`config.mk`:
```
export PLATFORM = sky130hd
export DESIGN_NAME = cspr_regs
export DESIGN_NICKNAME = d
export VERILOG_FILES = /design/src/cspr_pkg.sv /design/src/cspr_sync.sv /design/src/cspr_regs.sv
export SDC_FILE = /design/constraint.sdc
export NUM_CORES = 1
export LEC_CHECK = 0
export BUFFER_PORTS_ARGS = -buffer_cell sky130_fd_sc_hd__buf_4
export CAP_MARGIN = 25
export CELL_PAD_IN_SITES_DETAIL_PLACEMENT = 0
export CELL_PAD_IN_SITES_GLOBAL_PLACEMENT = 2
export CORE_MARGIN = 2
export CORE_UTILIZATION = 30
export CTS_CLUSTER_SIZE = 24
export DETAILED_ROUTE_END_ITERATION = 6
export HOLD_SLACK_MARGIN = 0.02
export PLACE_DENSITY = 0.83
export SLEW_MARGIN = 20
export SYNTH_ARGS = -nofsm -noshare
export SYNTH_HDL_FRONTEND = slang
export SYNTH_HIERARCHICAL = 1
export SYNTH_SLANG_ARGS = --single-unit
```
`constraint.sdc`:
```
create_clock -name mclk -period 2.95 [get_ports mclk]
set_input_delay 0.1475 -clock mclk [delete_from_list [all_inputs] [get_ports mclk]]
set_output_delay 0.1475 -clock mclk [all_outputs]
set_load 0.05 [all_outputs]
```
`src/cspr_pkg.sv`:
```
// shared constants for the cpu status word and power control registers
package cspr_pkg;
  // direct special function addresses
  localparam logic [7:0] STATUS_ADDR       = 8'hD0;
  localparam logic [7:0] POWER_ADDR        = 8'h87;
  // bit-address group of the status word (bit address 0xD0..0xD7 >> 3)
  localparam logic [4:0] STATUS_BIT_GROUP  = 5'h1A;
  // power-on values
  localparam logic [7:0] STATUS_RESET      = 8'h00;
  localparam logic [7:0] POWER_RESET       = 8'h00;
  // status word field positions
  localparam int         CARRY_POS         = 7;
  localparam int         AUX_CARRY_POS     = 6;
  localparam int         USER_ZERO_POS     = 5;
  localparam int         BANK_HI_POS       = 4;
  localparam int         BANK_LO_POS       = 3;
  localparam int         WRAP_POS          = 2;
  localparam int         USER_ONE_POS      = 1;
  localparam int         PARITY_POS        = 0;
  // power control field positions
  localparam int         BAUD_DOUBLER_POS  = 7;
  localparam int         SERIAL_WAKE_POS   = 6;
  localparam int         EXT0_WAKE_POS     = 5;
  localparam int         STROBE_OFF_POS    = 4;
  localparam int         SPARE_ONE_POS     = 3;
  localparam int         SPARE_ZERO_POS    = 2;
  localparam int         SLEEP_POS         = 1;
  localparam int         HALT_POS          = 0;
  // value read back from an address this block does not own
  localparam logic [7:0] UNMAPPED_READ     = 8'h00;
endpackage

```
`src/cspr_sync.sv`:
```
// two flip-flop synchroniser for pin inputs
`timescale 1ns/1ps
module cspr_sync #(
  parameter int          WIDTH = 1,
  parameter logic [WIDTH-1:0] INIT = '0
) (
  // clock and reset
  input  wire logic             mclk,
  input  wire logic             rst_n,
  // asynchronous in, synchronous out
  input  wire logic [WIDTH-1:0] async_in,
  output logic      [WIDTH-1:0] sync_out
);
  logic [WIDTH-1:0] meta_reg;

  // meta_reg is read by sync_out only
  always_ff @(posedge mclk or negedge rst_n) begin
    if (!rst_n) begin
      meta_reg <= INIT;
      sync_out <= INIT;
    end else begin
      meta_reg <= async_in;
      sync_out <= meta_reg;
    end
  end
endmodule // cspr_sync

```
`src/cspr_regs.sv`:
```
// cpu status word and power control registers of the core
// How it works
// - status word sits at D0H, resets to 00H except bit 0, which follows accumulator parity, bit addressable
// - two bank select bits pick working register bank 0 to 3 in binary
// - carry, aux carry, wrap, parity track the core; two user flags hold writes
// - power control sits at 87H, resets to 00H, byte access only
// - power control bit 7 doubles the serial baud rate
// - power control bit 6 lets serial interfaces wake from power-down
// - power control bit 5 lets external interrupt 0 wake from power-down
// - bit 4 kills latch strobe, bits 3-2 spare, bit 1 sleep, bit 0 halt
// - status bits top-down: carry, aux, user0, bank hi, bank lo, wrap, user1, parity
`timescale 1ns/1ps
module cspr_regs (
  // clock and reset
  input  wire logic       mclk,
  input  wire logic       rst_n,
  // byte access over direct special function addressing
  input  wire logic [7:0] sfr_addr,
  input  wire logic       sfr_wr,
  input  wire logic       sfr_rd,
  input  wire logic [7:0] sfr_wdata,
  output logic      [7:0] sfr_rdata,
  output logic            sfr_hit,
  // single bit access
  input  wire logic [7:0] bit_addr,
  input  wire logic       bit_wr,
  input  wire logic       bit_rd,
  input  wire logic       bit_wdata,
  output logic            bit_rdata,
  output logic            bit_hit,
  // flag updates from the arithmetic unit
  input  wire logic       alu_carry_we,
  input  wire logic       alu_carry,
  input  wire logic       alu_aux_we,
  input  wire logic       alu_aux,
  input  wire logic       alu_wrap_we,
  input  wire logic       alu_wrap,
  input  wire logic [7:0] accumulator,
  // power mode sequencer
  input  wire logic       power_exit,
  // serial baud timing
  input  wire logic       baud_tick,
  output logic            serial_baud_tick,
  // wake sources
  input  wire logic       serial_irq,
  input  wire logic       ext_irq0_n,
  output logic            wake_irq,
  // decoded controls
  output logic [1:0]      bank_select,
  output logic [7:0]      cpu_status_word,
  output logic            baud_doubler,
  output logic            latch_strobe_disable,
  output logic            sleep_request,
  output logic            halt_request
);
  typedef struct packed {
    logic       carry_flag;
    logic       aux_carry_flag;
    logic       user_flag_zero;
    logic [1:0] bank;
    logic       arith_wrap_flag;
    logic       user_flag_one;
    logic [7:0] power_control;
    logic       baud_phase;
    logic [7:0] rdata;
    logic       rhit;
    logic       rbit;
    logic       rbit_hit;
    logic       wake;
  } cspr_state_type;

  cspr_state_type state_reg;
  cspr_state_type state_next;
  logic           ext0_sync;
  logic           parity;

  // pin is low-active and foreign to mclk
  cspr_sync #(.WIDTH(1), .INIT(1'b1)) ext0_sync_u (
    .mclk     (mclk),
    .rst_n    (rst_n),
    .async_in (ext_irq0_n),
    .sync_out (ext0_sync)
  );

  function automatic logic [7:0] status_byte(input cspr_state_type s, input logic p);
    logic [7:0] b;
    b = 8'h00;
    b[cspr_pkg::CARRY_POS]     = s.carry_flag;
    b[cspr_pkg::AUX_CARRY_POS] = s.aux_carry_flag;
    b[cspr_pkg::USER_ZERO_POS] = s.user_flag_zero;
    b[cspr_pkg::BANK_HI_POS]   = s.bank[1];
    b[cspr_pkg::BANK_LO_POS]   = s.bank[0];
    b[cspr_pkg::WRAP_POS]      = s.arith_wrap_flag;
    b[cspr_pkg::USER_ONE_POS]  = s.user_flag_one;
    b[cspr_pkg::PARITY_POS]    = p;
    return b;
  endfunction

  function automatic logic status_bit_hit(input logic [7:0] a);
    return a[7:3] == cspr_pkg::STATUS_BIT_GROUP;
  endfunction

  assign parity = ^accumulator;

  always_comb begin
    logic [7:0] sw;
    sw = status_byte(state_reg, parity);
    state_next = state_reg;
    // a sequencer exit clears the mode bits; a write this same cycle still wins
    if (power_exit) begin
      state_next.power_control[cspr_pkg::SLEEP_POS] = 1'b0;
      state_next.power_control[cspr_pkg::HALT_POS]  = 1'b0;
    end
    // byte writes; the parity bit in the written byte is dropped
    if (sfr_wr && sfr_addr == cspr_pkg::STATUS_ADDR) begin
      state_next.carry_flag      = sfr_wdata[cspr_pkg::CARRY_POS];
      state_next.aux_carry_flag  = sfr_wdata[cspr_pkg::AUX_CARRY_POS];
      state_next.user_flag_zero  = sfr_wdata[cspr_pkg::USER_ZERO_POS];
      state_next.bank            = {sfr_wdata[cspr_pkg::BANK_HI_POS],
                                    sfr_wdata[cspr_pkg::BANK_LO_POS]};
      state_next.arith_wrap_flag = sfr_wdata[cspr_pkg::WRAP_POS];
      state_next.user_flag_one   = sfr_wdata[cspr_pkg::USER_ONE_POS];
    end else if (sfr_wr && sfr_addr == cspr_pkg::POWER_ADDR) begin
      state_next.power_control = sfr_wdata;
    end
    // single bit writes reach the status word only, never power control
    if (bit_wr && status_bit_hit(bit_addr)) begin
      case (bit_addr[2:0])
        3'h7:    state_next.carry_flag      = bit_wdata;
        3'h6:    state_next.aux_carry_flag  = bit_wdata;
        3'h5:    state_next.user_flag_zero  = bit_wdata;
        3'h4:    state_next.bank[1]         = bit_wdata;
        3'h3:    state_next.bank[0]         = bit_wdata;
        3'h2:    state_next.arith_wrap_flag = bit_wdata;
        3'h1:    state_next.user_flag_one   = bit_wdata;
        // bit 0 is parity, owned by hardware; a byte write this cycle must survive
        default: ;
      endcase
    end
    // the arithmetic unit wins over a software write in the same cycle
    if (alu_carry_we) begin
      state_next.carry_flag = alu_carry;
    end
    if (alu_aux_we) begin
      state_next.aux_carry_flag = alu_aux;
    end
    if (alu_wrap_we) begin
      state_next.arith_wrap_flag = alu_wrap;
    end
    // without doubling only every second tick passes
    if (baud_tick) begin
      state_next.baud_phase = ~state_reg.baud_phase;
    end
    // reads return one cycle later, sampled before this cycle's write
    if (sfr_rd && sfr_addr == cspr_pkg::STATUS_ADDR) begin
      state_next.rdata = sw;
      state_next.rhit  = 1'b1;
    end else if (sfr_rd && sfr_addr == cspr_pkg::POWER_ADDR) begin
      state_next.rdata = state_reg.power_control;
      state_next.rhit  = 1'b1;
    end else if (sfr_rd) begin
      state_next.rdata = cspr_pkg::UNMAPPED_READ;
      state_next.rhit  = 1'b0;
    end
    if (bit_rd && status_bit_hit(bit_addr)) begin
      state_next.rbit     = sw[bit_addr[2:0]];
      state_next.rbit_hit = 1'b1;
    end else if (bit_rd) begin
      state_next.rbit     = 1'b0;
      state_next.rbit_hit = 1'b0;
    end
    state_next.wake = state_reg.power_control[cspr_pkg::SLEEP_POS] &
                      ((state_reg.power_control[cspr_pkg::SERIAL_WAKE_POS] & serial_irq) |
                       (state_reg.power_control[cspr_pkg::EXT0_WAKE_POS] & ~ext0_sync));
  end

  always_ff @(posedge mclk or negedge rst_n) begin
    if (!rst_n) begin
      state_reg <= '{carry_flag: 1'b0, aux_carry_flag: 1'b0, user_flag_zero: 1'b0,
                     bank: 2'h0, arith_wrap_flag: 1'b0, user_flag_one: 1'b0,
                     power_control: cspr_pkg::POWER_RESET, baud_phase: 1'b0,
                     rdata: 8'h00, rhit: 1'b0, rbit: 1'b0, rbit_hit: 1'b0,
                     wake: 1'b0};
    end else begin
      state_reg <= state_next;
    end
  end

  assign sfr_rdata            = state_reg.rdata;
  assign sfr_hit              = state_reg.rhit;
  assign bit_rdata            = state_reg.rbit;
  assign bit_hit              = state_reg.rbit_hit;
  assign cpu_status_word      = status_byte(state_reg, parity);
  assign bank_select          = state_reg.bank;
  assign baud_doubler         = state_reg.power_control[cspr_pkg::BAUD_DOUBLER_POS];
  assign latch_strobe_disable = state_reg.power_control[cspr_pkg::STROBE_OFF_POS];
  assign sleep_request        = state_reg.power_control[cspr_pkg::SLEEP_POS];
  assign halt_request         = state_reg.power_control[cspr_pkg::HALT_POS];
  assign serial_baud_tick     = baud_tick & (baud_doubler | state_reg.baud_phase);
  assign wake_irq             = state_reg.wake;

  // checks
  status_write_a: assert property (@(posedge mclk) disable iff (!rst_n)
    sfr_wr && sfr_addr == cspr_pkg::STATUS_ADDR && !bit_wr &&
    !alu_carry_we && !alu_aux_we && !alu_wrap_we
    |=> cpu_status_word[7:1] == $past(sfr_wdata[7:1]))
    else $error("status word byte write not taken");
  status_bit_a: assert property (@(posedge mclk) disable iff (!rst_n)
    bit_wr && bit_addr == {cspr_pkg::STATUS_BIT_GROUP, 3'h5} && !sfr_wr
    |=> cpu_status_word[5] == $past(bit_wdata))
    else $error("status word bit write not taken");
  bank_index_a: assert property (@(posedge mclk) disable iff (!rst_n)
    bank_select == cpu_status_word[4:3])
    else $error("bank select does not match status bits");
  alu_wins_a: assert property (@(posedge mclk) disable iff (!rst_n)
    alu_carry_we |=> cpu_status_word[7] == $past(alu_carry))
    else $error("carry update lost");
  power_no_bit_a: assert property (@(posedge mclk) disable iff (!rst_n)
    bit_wr && !sfr_wr && !power_exit |=> $stable(sleep_request) && $stable(baud_doubler))
    else $error("power control changed by a bit write");
  power_read_a: assert property (@(posedge mclk) disable iff (!rst_n)
    sfr_rd && sfr_addr == cspr_pkg::POWER_ADDR
    |=> sfr_hit && sfr_rdata == $past(state_reg.power_control))
    else $error("power control read wrong");
  baud_halve_a: assert property (@(posedge mclk) disable iff (!rst_n)
    !baud_doubler && serial_baud_tick && !sfr_wr ##1 baud_tick[*1] ##0 !baud_doubler
    |-> !serial_baud_tick)
    else $error("undoubled rate passed two ticks in a row");
  baud_full_a: assert property (@(posedge mclk) disable iff (!rst_n)
    baud_doubler && baud_tick |-> serial_baud_tick)
    else $error("doubled rate dropped a tick");
  wake_gate_a: assert property (@(posedge mclk) disable iff (!rst_n)
    wake_irq |-> $past(sleep_request) &&
      ($past(state_reg.power_control[cspr_pkg::SERIAL_WAKE_POS]) ||
       $past(state_reg.power_control[cspr_pkg::EXT0_WAKE_POS])))
    else $error("wake raised without sleep and enable");
  strobe_bit_a: assert property (@(posedge mclk) disable iff (!rst_n)
    sfr_wr && sfr_addr == cspr_pkg::POWER_ADDR
    |=> latch_strobe_disable == $past(sfr_wdata[4]) && halt_request == $past(sfr_wdata[0]))
    else $error("power control fields misplaced");
  parity_live_a: assert property (@(posedge mclk) disable iff (!rst_n)
    cpu_status_word[0] == ^accumulator)
    else $error("parity flag not accumulator parity");

  sleep_cover_c: cover property (@(posedge mclk) disable iff (!rst_n)
    sleep_request ##[1:20] wake_irq);
  bank_cover_c: cover property (@(posedge mclk) disable iff (!rst_n) bank_select == 2'h3);
  doubled_cover_c: cover property (@(posedge mclk) disable iff (!rst_n)
    baud_doubler && serial_baud_tick ##1 serial_baud_tick);
endmodule // cspr_regs

```
==> results of run 1 <==
==> Yosys cell counts (3+ instances only) <==
cell type / count
dfrtp_1: 28
buf_4: 18
mux2_1: 12
inv_1: 10
nand2_1: 9
xnor2_1: 7
mux2i_1: 6
nor2_1: 6
mux2_2: 5
nor2b_1: 5
o22ai_1: 5
nand2b_1: 4
nor4_1: 4
a21oi_1: 3
a22oi_1: 3
a31oi_1: 3
buf_2: 3
clkbuf_1: 3
o31ai_1: 3
==> logic make-up after synthesis <==
| group | Yosys count | synth area share, % |
|---|---|---|
| and+or+nand+nor | 46 | 16.01 |
| buffers and inverters | 35 | 11.85 |
| DFF | 30 | 42.45 |
| AOI/OAI and AO/OA | 27 | 10.30 |
| muxes | 24 | 15.44 |
| xor gates and xnor gates | 8 | 3.949 |
==> worst max-delay path: stages <==
cell	delay (ns)
buf_4	0.11
nor4bb_1	0.61
and3_1	0.49
mux2_1	0.35
mux2_2	0.27
==> layer usage <==
layer  track usage, %  vias up  part of all wire (%)
met4            4.576        0                   1.5
met1            19.12      672                    46
li1                 -      709                     -
met2            21.98       59                    44
met5                0        -                     0
met3            5.000        8                   8.2
==> power groups by stage <==
stage	logic [W]	clock network [W]	registers (W)
global route	0.000304	0.000373	0.000463
floorplan	0.000186	0	0.000465
detailed placement	0.000285	0	0.000466
global placement	0.000284	0	0.000466
finish	0.000284	0.000342	0.000458
CTS	0.000288	0.000351	0.000459
==> metrics by stage <==
step / total power (W) / util (%) / hold slack [ns] / cells
after global placement: 0.0007496 / 38.83 / 0.1041 / 295
after global routing: 0.001140 / 40.75 / 0.04480 / 305
final: 0.001084 / 40.75 / 0.03921 / 305
after CTS: 0.001098 / 40.75 / 0.03521 / 305
after detailed placement: 0.0007514 / 38.83 / 0.1064 / 295
after floorplan: 0.0006510 / - / -0.1481 / 170
==> repair_timing <==
action / 4_1_cts / 5_1_grt
hold buffers: 2 / 0
hold endpoints to repair: 29 / 0
setup endpoints to repair: 0 / 0
==> final timing paths <==
| kind | startpoint | to | slack [ns] |
|---|---|---|---|
| setup / recovery | sfr_addr[5] | bank_select[1] | 1.13 |
| hold / removal | baud_tick | state_reg[12] | 0.04 |
| setup reg to reg | cpu_status_word[7] | bit_rdata | 1.44 |
| hold reg to reg | ext0_sync_u/meta_reg | ext0_sync_u/sync_out | 0.36 |
| max in group asynchronous | rst_n | ext0_sync_u/sync_out | 2.28 |
| min in group asynchronous | rst_n | baud_doubler | 0.34 |
==> area by class of cell <==
| class | instances | area (µm²) |
|---|---|---|
| fillers | 614 | 3446 |
| multi-input cells | 105 | 810.8 |
| flip-flops and latches | 30 | 753.2 |
| repair buffers | 77 | 583.1 |
| well taps | 75 | 93.84 |
| clock buffers | 7 | 86.33 |
| inverters | 10 | 37.54 |
| clock inverters | 1 | 5.005 |
==> qor.csv, run 1 <==
metric,value,unit
status,"finished, final reports clean",
start_util,30.51,%
required,3.11,ns
antenna_found_initial,0,
synthArstFlopShare,100.0,%
synth_warnings,6,
mostFrequentLayoutCells,"buf_4, dfrtp_1, mux2_1",
synth_top_area_share,39.49,%
fin_worst_skew,0.005940,ns
placed_cell_area,0.002258,mm²
synth.avg_cell_area,10.44,µm²
maxCapViolations,0,
hp-class,in -> reg,
p_switching,0.0003423,W
ios,76,
grt_pass1_wl,7010,µm
cts_sinks,30,
power_density,457.5,mW/mm²
die_w,80.90,µm
post-route-period-util,61.61,%
cts_root_buf,clkbuf_8,
final_layout_size_suffix_gt1_share,40.43,%
holdPathStages,2,
io_buffers,75,
numCtsBuffers,5,
grt_usage,14.40,%
post-place-ws,0.8611,ns
power_switching_share,31.57,%
ant_nets,0,
setup_ws,1.132,ns
clkPwrFrac,31.5,%
nets,278,
ys_seq_area_share,42.45,%
start_kind,primary input,
crit_arrival,1.98,ns
viasPerCell,4.748,
dieArea,0.006545,mm²
syn2layout_area_growth,33.57,%
finalSetupViolCount,0,
synth_area,0.001774,mm²
core_area,0.005816,mm²
cts_tree,yes,
wl,4463,µm
clk_pin_slew,0.07,ns
pwr-share-comb,26.2,%
tightestPinTransition,0.7341,ns
cts_max_path_buffers,2,
synth_top_area_cell,dfrtp_1,
drc,0,
rsz0062_at_grt,false,
ir_worst_vdd,0.0002030,V
maxSlewHeadroom,50.96,%
final_common_cell,buf_4,
synth_edf_count,0,
die_h,80.90,µm
hold_viol_final,0,
slew_viol_final,0,
largest_reg_flops,8,
synth_area_leaders,"dfrtp_1, buf_4, mux2_1",
worstSetupPathType,in -> reg,
fin_setup_tns,0,ns
period_needed,1.818,ns
cp-end-kind,register,
grt_max_degree,31,
synth-main-ff-cell,dfrtp_1,
grt-ovfl-total,0,
vias,1448,
htreeDepth,2,
fmax,0.5502,GHz
clk_latency,0.28,ns
rows,28,
cts_resized,0,
synth_fp_nets,219,
p_leak,1.096,nW
place_hpwl,3489,µm
finalInstanceArea,0.002370,mm²
diodes,0,
ys_ff_latch,30,
r2r_cells,4,
dr.pass1.iters,4,
synth_cell_types,44,
drt_iter0_drc,47,
postCtsSetupRepairBufs,0,
wl_per_cell,14.63,µm
syn_inst,170,
worstPathMaxFanout,7,
power_frac_seq,42.2,%
p_int,0.0007419,W
routabilityCongestion,0.8801,
grt_pass1_vias,1409,
No activity file was read; power rests on OpenSTA's default activity.
==> run 2, diff against run 1 <==
- CORE_UTILIZATION: 30 -> 25
- PLACE_DENSITY: 0.83 -> 0.74
- clock period: 2.95 -> 1.5 ns (I/O delays scaled with it)
==> run 2 against run 1 <==
Net effect: core utilization decreased by 1.6 points; register-to-register slack got worse by 1.4 ns; critical path depth down 1; combinational power is 130% higher; wire length is 4.7% higher; first-iteration DRC count is 15% lower; sequential share of layout area is 3.6 points lower; critical path type is now reg -> reg; clock-buffer cell count fell by 1; non-clock buffer count increased by 27; design area up 13%.
==> qor.csv, run 2 (synthesized netlist as in run 1, its figures left out) <==
metric,value,unit,change
holdWs,0.02760,ns,-0.01161 ns
finalSetupViolCount,0,,unchanged
ios,76,,unchanged
grt_pass1_wl,7258,µm,+3.5%
die_w,88.24,µm,+9.1%
cts_sinks,30,,unchanged
post-place-ws,-0.1994,ns,-1.060 ns
grt_pass1_vias,1462,,+3.8%
largest_reg_flops,8,,unchanged
fmax,0.7044,GHz,
postCtsSetupRepairBufs,0,,unchanged
clk_latency,0.28,ns,about the same
syn2layout_area_growth,50.56,%,
fillCellCount,717,,+17%
maxSlewHeadroom,73.68,%,+23 points
cp-end-kind,register,,
drc,0,,unchanged
nets,305,,+9.7%
cts_tree,yes,,
rows,30,,+7.1%
p_leak,1.240,nW,+13%
placed_cell_area,0.002426,mm²,+7.4%
crit_path_cell_trace,mux4_2 -> and2_1 -> o211ai_1 -> a22oi_1,,
tightestPinTransition,0.3947,ns,-0.3394 ns
ant_nets,0,,unchanged
vias,1543,,+6.6%
core_area,0.006832,mm²,+17%
slew_viol_final,0,,unchanged
power_density,831.7,mW/mm²,+82%
mostFrequentLayoutCells,"buf_4, dfrtp_1, dlygate4sd3_1",,
worstSetupPathType,reg -> reg,,
multi_input_area,834.6,µm²,+2.9%
finalInstanceArea,0.002671,mm²,+13%
wl_per_cell,13.23,µm,-9.6%
wl,4671,µm,+4.7%
setup_ws,0.08035,ns,-1.052 ns
htreeDepth,2,,unchanged
ir_worst_vdd,0.0003960,V,+95%
grt_max_degree,31,,unchanged
antenna_found_initial,0,,unchanged
start_util,25.97,%,-4.5 points
required,1.66,ns,-1.45 ns
status,"finished, final reports clean",,
cts_root_buf,clkbuf_8,,
critPathMaxStageDelay,0.47,ns,-0.14 ns
r2r_slack,0.08,ns,-1.36 ns
viasPerCell,4.371,,-7.9%
io_buffers,75,,unchanged
maxCapViolations,0,,unchanged
post-route-period-util,94.64,%,
period_needed,1.420,ns,
start_kind,register,,
dp_cells,330,,+12%
drt_iter0_drc,40,,-15%
numCtsBuffers,5,,unchanged
dr.pass1.iters,4,,unchanged
dieArea,0.007786,mm²,+19%
fin_worst_skew,0.004538,ns,-0.001403 ns
crit_arrival,1.57,ns,-0.41 ns
seqCellArea,753.2,µm²,unchanged
worstPathMaxFanout,2,,-5
grt_usage,12.47,%,-1.9 points
cpLargestDelayFamily,multiplexers,,
hp-class,in -> reg,,
final_common_cell,buf_4,,
routabilityCongestion,0.8027,,-8.8%
cts_resized,0,,unchanged
grt-ovfl-total,0,,unchanged
die_h,88.24,µm,+9.1%
place_hpwl,3776,µm,+8.3%
cp_slowest_cell,mux4_2,,
fin_cells,353,,+16%
clk_pin_slew,0.07,ns,about the same
final_layout_size_suffix_gt1_share,42.41,%,+2.0 points
cts_max_path_buffers,2,,unchanged
rsz0062_at_grt,false,,
fin_util,39.10,%,-1.6 points
hold_viol_final,0,,unchanged
diodes,0,,unchanged
crit_buf_inv,0,,-1
==> run 2: worst register-to-register path: cells and delay by family, from the launching register on <==
kind,cells,cell delay [ns]
multiplexers,1,0.47
flip-flops,1,0.38
AO/OA/AOI/OAI,2,0.28
AND/OR/NAND/NOR,1,0.17
==> run 2: worst paths after layout <==
kind / from / cells past startpoint / to
setup / recovery: cpu_status_word[7] / 4 / bit_rdata
hold / removal: sfr_wdata[1] / 2 / sleep_request
setup reg to reg: cpu_status_word[7] / 4 / bit_rdata
hold reg to reg: ext0_sync_u/meta_reg / 0 / ext0_sync_u/sync_out
max in group asynchronous: rst_n / 2 / ext0_sync_u/sync_out
min in group asynchronous: rst_n / 2 / sfr_rdata[7]
==> run 2: timing repair <==
| action | CTS | global route |
|---|---|---|
| setup endpoints to repair | 0 | 0 |
| hold endpoints to repair | 39 | 0 |
| hold buffers | 15 | 0 |
==> run 2: area by class of cell <==
cell class	count	area share, %
Clock inverter	2	0.4684
Tap cell	96	4.496
Multi-Input combinational cell	105	31.24
Timing Repair Buffer	104	31.10
Clock buffer	6	3.091
Sequential cell	30	28.20
Inverter	10	1.405
==> run 2: power by group <==
group | total [W] | internal (W) | switching (W)
combinational | 0.000639 | 0.000286 | 0.000353
clock | 0.000690 | 0.000368 | 0.000322
sequential | 0.000892 | 0.000858 | 0.0000345
total | 0.00222 | 0.00151 | 0.000709
==> run 2: through the flow <==
stage,total power (W),setup TNS [ns]
2_1_floorplan,0.001284,-0.3137
3_3_place_gp,0.001524,-0.4142
3_5_place_dp,0.001526,-0.4700
4_1_cts,0.002255,0
5_1_grt,0.002319,0
6_report,0.002222,0
==> run 2: metal layers <==
layer | vias to the layer above | wire length (µm) | GRT usage, %
met1 | 732 | 2122 | 16.32
met4 | 0 | 76 | 4.959
met2 | 41 | 2215 | 19.75
met3 | 6 | 257 | 3.265
li1 | 764 | - | -
met5 | - | 0 | 0
==> run 3, diff against run 2 <==
- REMOVE_ABC_BUFFERS: not set -> 1
==> run 3 against run 2 <==
Net effect: global-route usage rose by 0.13 points; via count fell by 3.8%; design area fell by 3.2%; largest cell class unchanged; critical endpoint unchanged; critical path type unchanged.
==> qor.csv, run 3 (synthesized netlist as in run 1, its figures left out) <==
metric,value,unit,change
wl,4717,µm,+0.98%
fmax,0.7022,GHz,-0.31%
final_common_cell,buf_4,,
period_needed,1.424,ns,+0.004463 ns
grt_max_degree,31,,unchanged
cts_sinks,30,,unchanged
mostFrequentLayoutCells,"buf_4, dfrtp_1, mux2_1, dlygate4sd3_1, inv_1",,
min_from,sfr_wdata[2],,
drc,0,,unchanged
worstHoldEndpoint,state_reg[15],,
cp_slowest_cell,mux4_2,,
start_kind,register,,
ir_worst_vdd,0.0004446,V,+12%
core_area,0.006832,mm²,unchanged
start_util,25.97,%,unchanged
clk_pin_slew,0.06,ns,about the same
rsz0062_at_grt,false,,
ant_nets,0,,unchanged
cts_tree,yes,,
power,0.002106,W,-5.2%
power_density,814.2,mW/mm²,-2.1%
holdWs,0.03199,ns,+0.004394 ns
placed_cell_area,0.002390,mm²,-1.5%
cts_max_path_buffers,2,,unchanged
r2r_slack,0.08,ns,about the same
required,1.64,ns,-0.02 ns
htreeDepth,2,,unchanged
slew_viol_final,0,,unchanged
grt_pass1_vias,1453,,-0.62%
antenna_found_initial,0,,unchanged
cts_root_buf,clkbuf_8,,
rr_endpoint,bit_rdata,,
place_hpwl,3761,µm,-0.40%
holdPathStages,2,,unchanged
p_leak,1.202,nW,-3.1%
worstPathMaxFanout,2,,unchanged
grt_usage,12.60,%,+0.13 points
drt_iter0_drc,30,,-25%
post-route-period-util,94.94,%,+0.30 points
maxCapViolations,0,,unchanged
wl_per_cell,13.52,µm,+2.1%
largest_reg_flops,8,,unchanged
final_layout_size_suffix_gt1_share,41.50,%,-0.91 points
critPathMaxStageDelay,0.48,ns,about the same
cts_resized,0,,unchanged
grt-ovfl-total,0,,unchanged
worstReg2RegStart,cpu_status_word[7],,
ios,76,,unchanged
cp-end-kind,register,,
dieArea,0.007786,mm²,unchanged
maxSlewHeadroom,73.53,%,-0.15 points
clk_latency,0.28,ns,about the same
worstSetupPathType,reg -> reg,,
cpLargestDelayFamily,multiplexers,,
viasPerCell,4.252,,-2.7%
die_w,88.24,µm,unchanged
nets,302,,-0.98%
critical_path_depth,4,,unchanged
crit_buf_inv,0,,unchanged
die_h,88.24,µm,unchanged
grt_pass1_wl,7272,µm,+0.19%
tightestPinTransition,0.3970,ns,+0.002251 ns
fin_worst_skew,0.003739,ns,-0.0007986 ns
hp-class,in -> reg,,
routabilityCongestion,0.7511,,-6.4%
status,"finished, final reports clean",,
syn2layout_area_growth,45.77,%,
io_buffers,75,,unchanged
postCtsSetupRepairBufs,0,,unchanged
dr.pass1.iters,4,,unchanged
rows,30,,unchanged
diodes,0,,unchanged
finalSetupViolCount,0,,unchanged
hold_viol_final,0,,unchanged
r2r_cells,4,,unchanged
finalInstanceArea,0.002586,mm²,-3.2%
vias,1484,,-3.8%
crit_path_cell_trace,mux4_2 -> and2_1 -> o211ai_1 -> a22oi_1,,
numCtsBuffers,5,,unchanged
crit_arrival,1.56,ns,about the same
## run 3: cell types whose count changed in the layout (fill, tap and decap cells not counted)
| cell | delta |
|---|---|
| clkinvlp_4 | -1 |
| clkinv_2 | -1 |
| nor4bb_1 | +1 |
| nor4b_4 | -1 |
| buf_12 | -1 |
| nor4b_2 | +1 |
| dlygate4sd3_1 | -3 |
| nor4bb_4 | -1 |
| buf_4 | +1 |
| clkbuf_1 | +2 |
| clkbuf_8 | -1 |
## run 3: per-stage QoR
step | cells | setup slack, ns | TNS [ns] | util [%]
2_1_floorplan | 145 | -0.3530 | -1.274 | -
3_3_place_gp | 330 | -0.1983 | -0.8441 | 34.98
3_5_place_dp | 330 | -0.2158 | -1.160 | 34.98
4_1_cts | 348 | 0.05215 | 0 | 37.71
5_1_grt | 349 | 0.006754 | 0 | 37.86
6_report | 349 | 0.07589 | 0 | 37.86
## run 3: worst max-delay path by stage
| stage | startpoint | to | slack (ns) |
|---|---|---|---|
| floorplan | bank_select[1] | bit_rdata | -0.35 |
| global placement | bit_addr[3] | cpu_status_word[1] | -0.20 |
| detailed placement | bit_addr[3] | bank_select[0] | -0.22 |
| CTS | cpu_status_word[7] | bit_rdata | 0.05 |
| global route | cpu_status_word[7] | bit_rdata | 0.007 |
| finish | cpu_status_word[7] | bit_rdata | 0.08 |
## run 3: power by group
| group | leakage [nW] | switching, W | internal (W) |
|---|---|---|---|
| Combinational | 0.765 | 0.000347 | 0.000264 |
| Clock | 0.0383 | 0.000284 | 0.000319 |
| Sequential | 0.399 | 0.0000340 | 0.000858 |
## run 3: layer usage
metal / routed length (µm) / GRT usage (%) / vias to the layer above / share of wire, %
met5: 0 / 0 / - / 0
met1: 2222 / 17.07 / 677 / 47
met2: 2172 / 19.00 / 52 / 46
met3: 289 / 4.198 / 2 / 6.1
li1: - / - / 753 / -
met4: 32 / 4.132 / 0 / 0.68
## run 3: area by class of cell
type                    instances  area (µm²)
clock buffers                   7       76.32
repair buffers                101       788.3
inverters                      10       37.54
flip-flops and latches         30       753.2
well taps                      96       120.1
fillers                       722        4245
multi-input cells             105       810.8
## run 3: timing repair
action	4_1_cts	5_1_grt
setup endpoints to repair	0	1
endpoints found under the hold margin	35	1
hold buffers	11	1
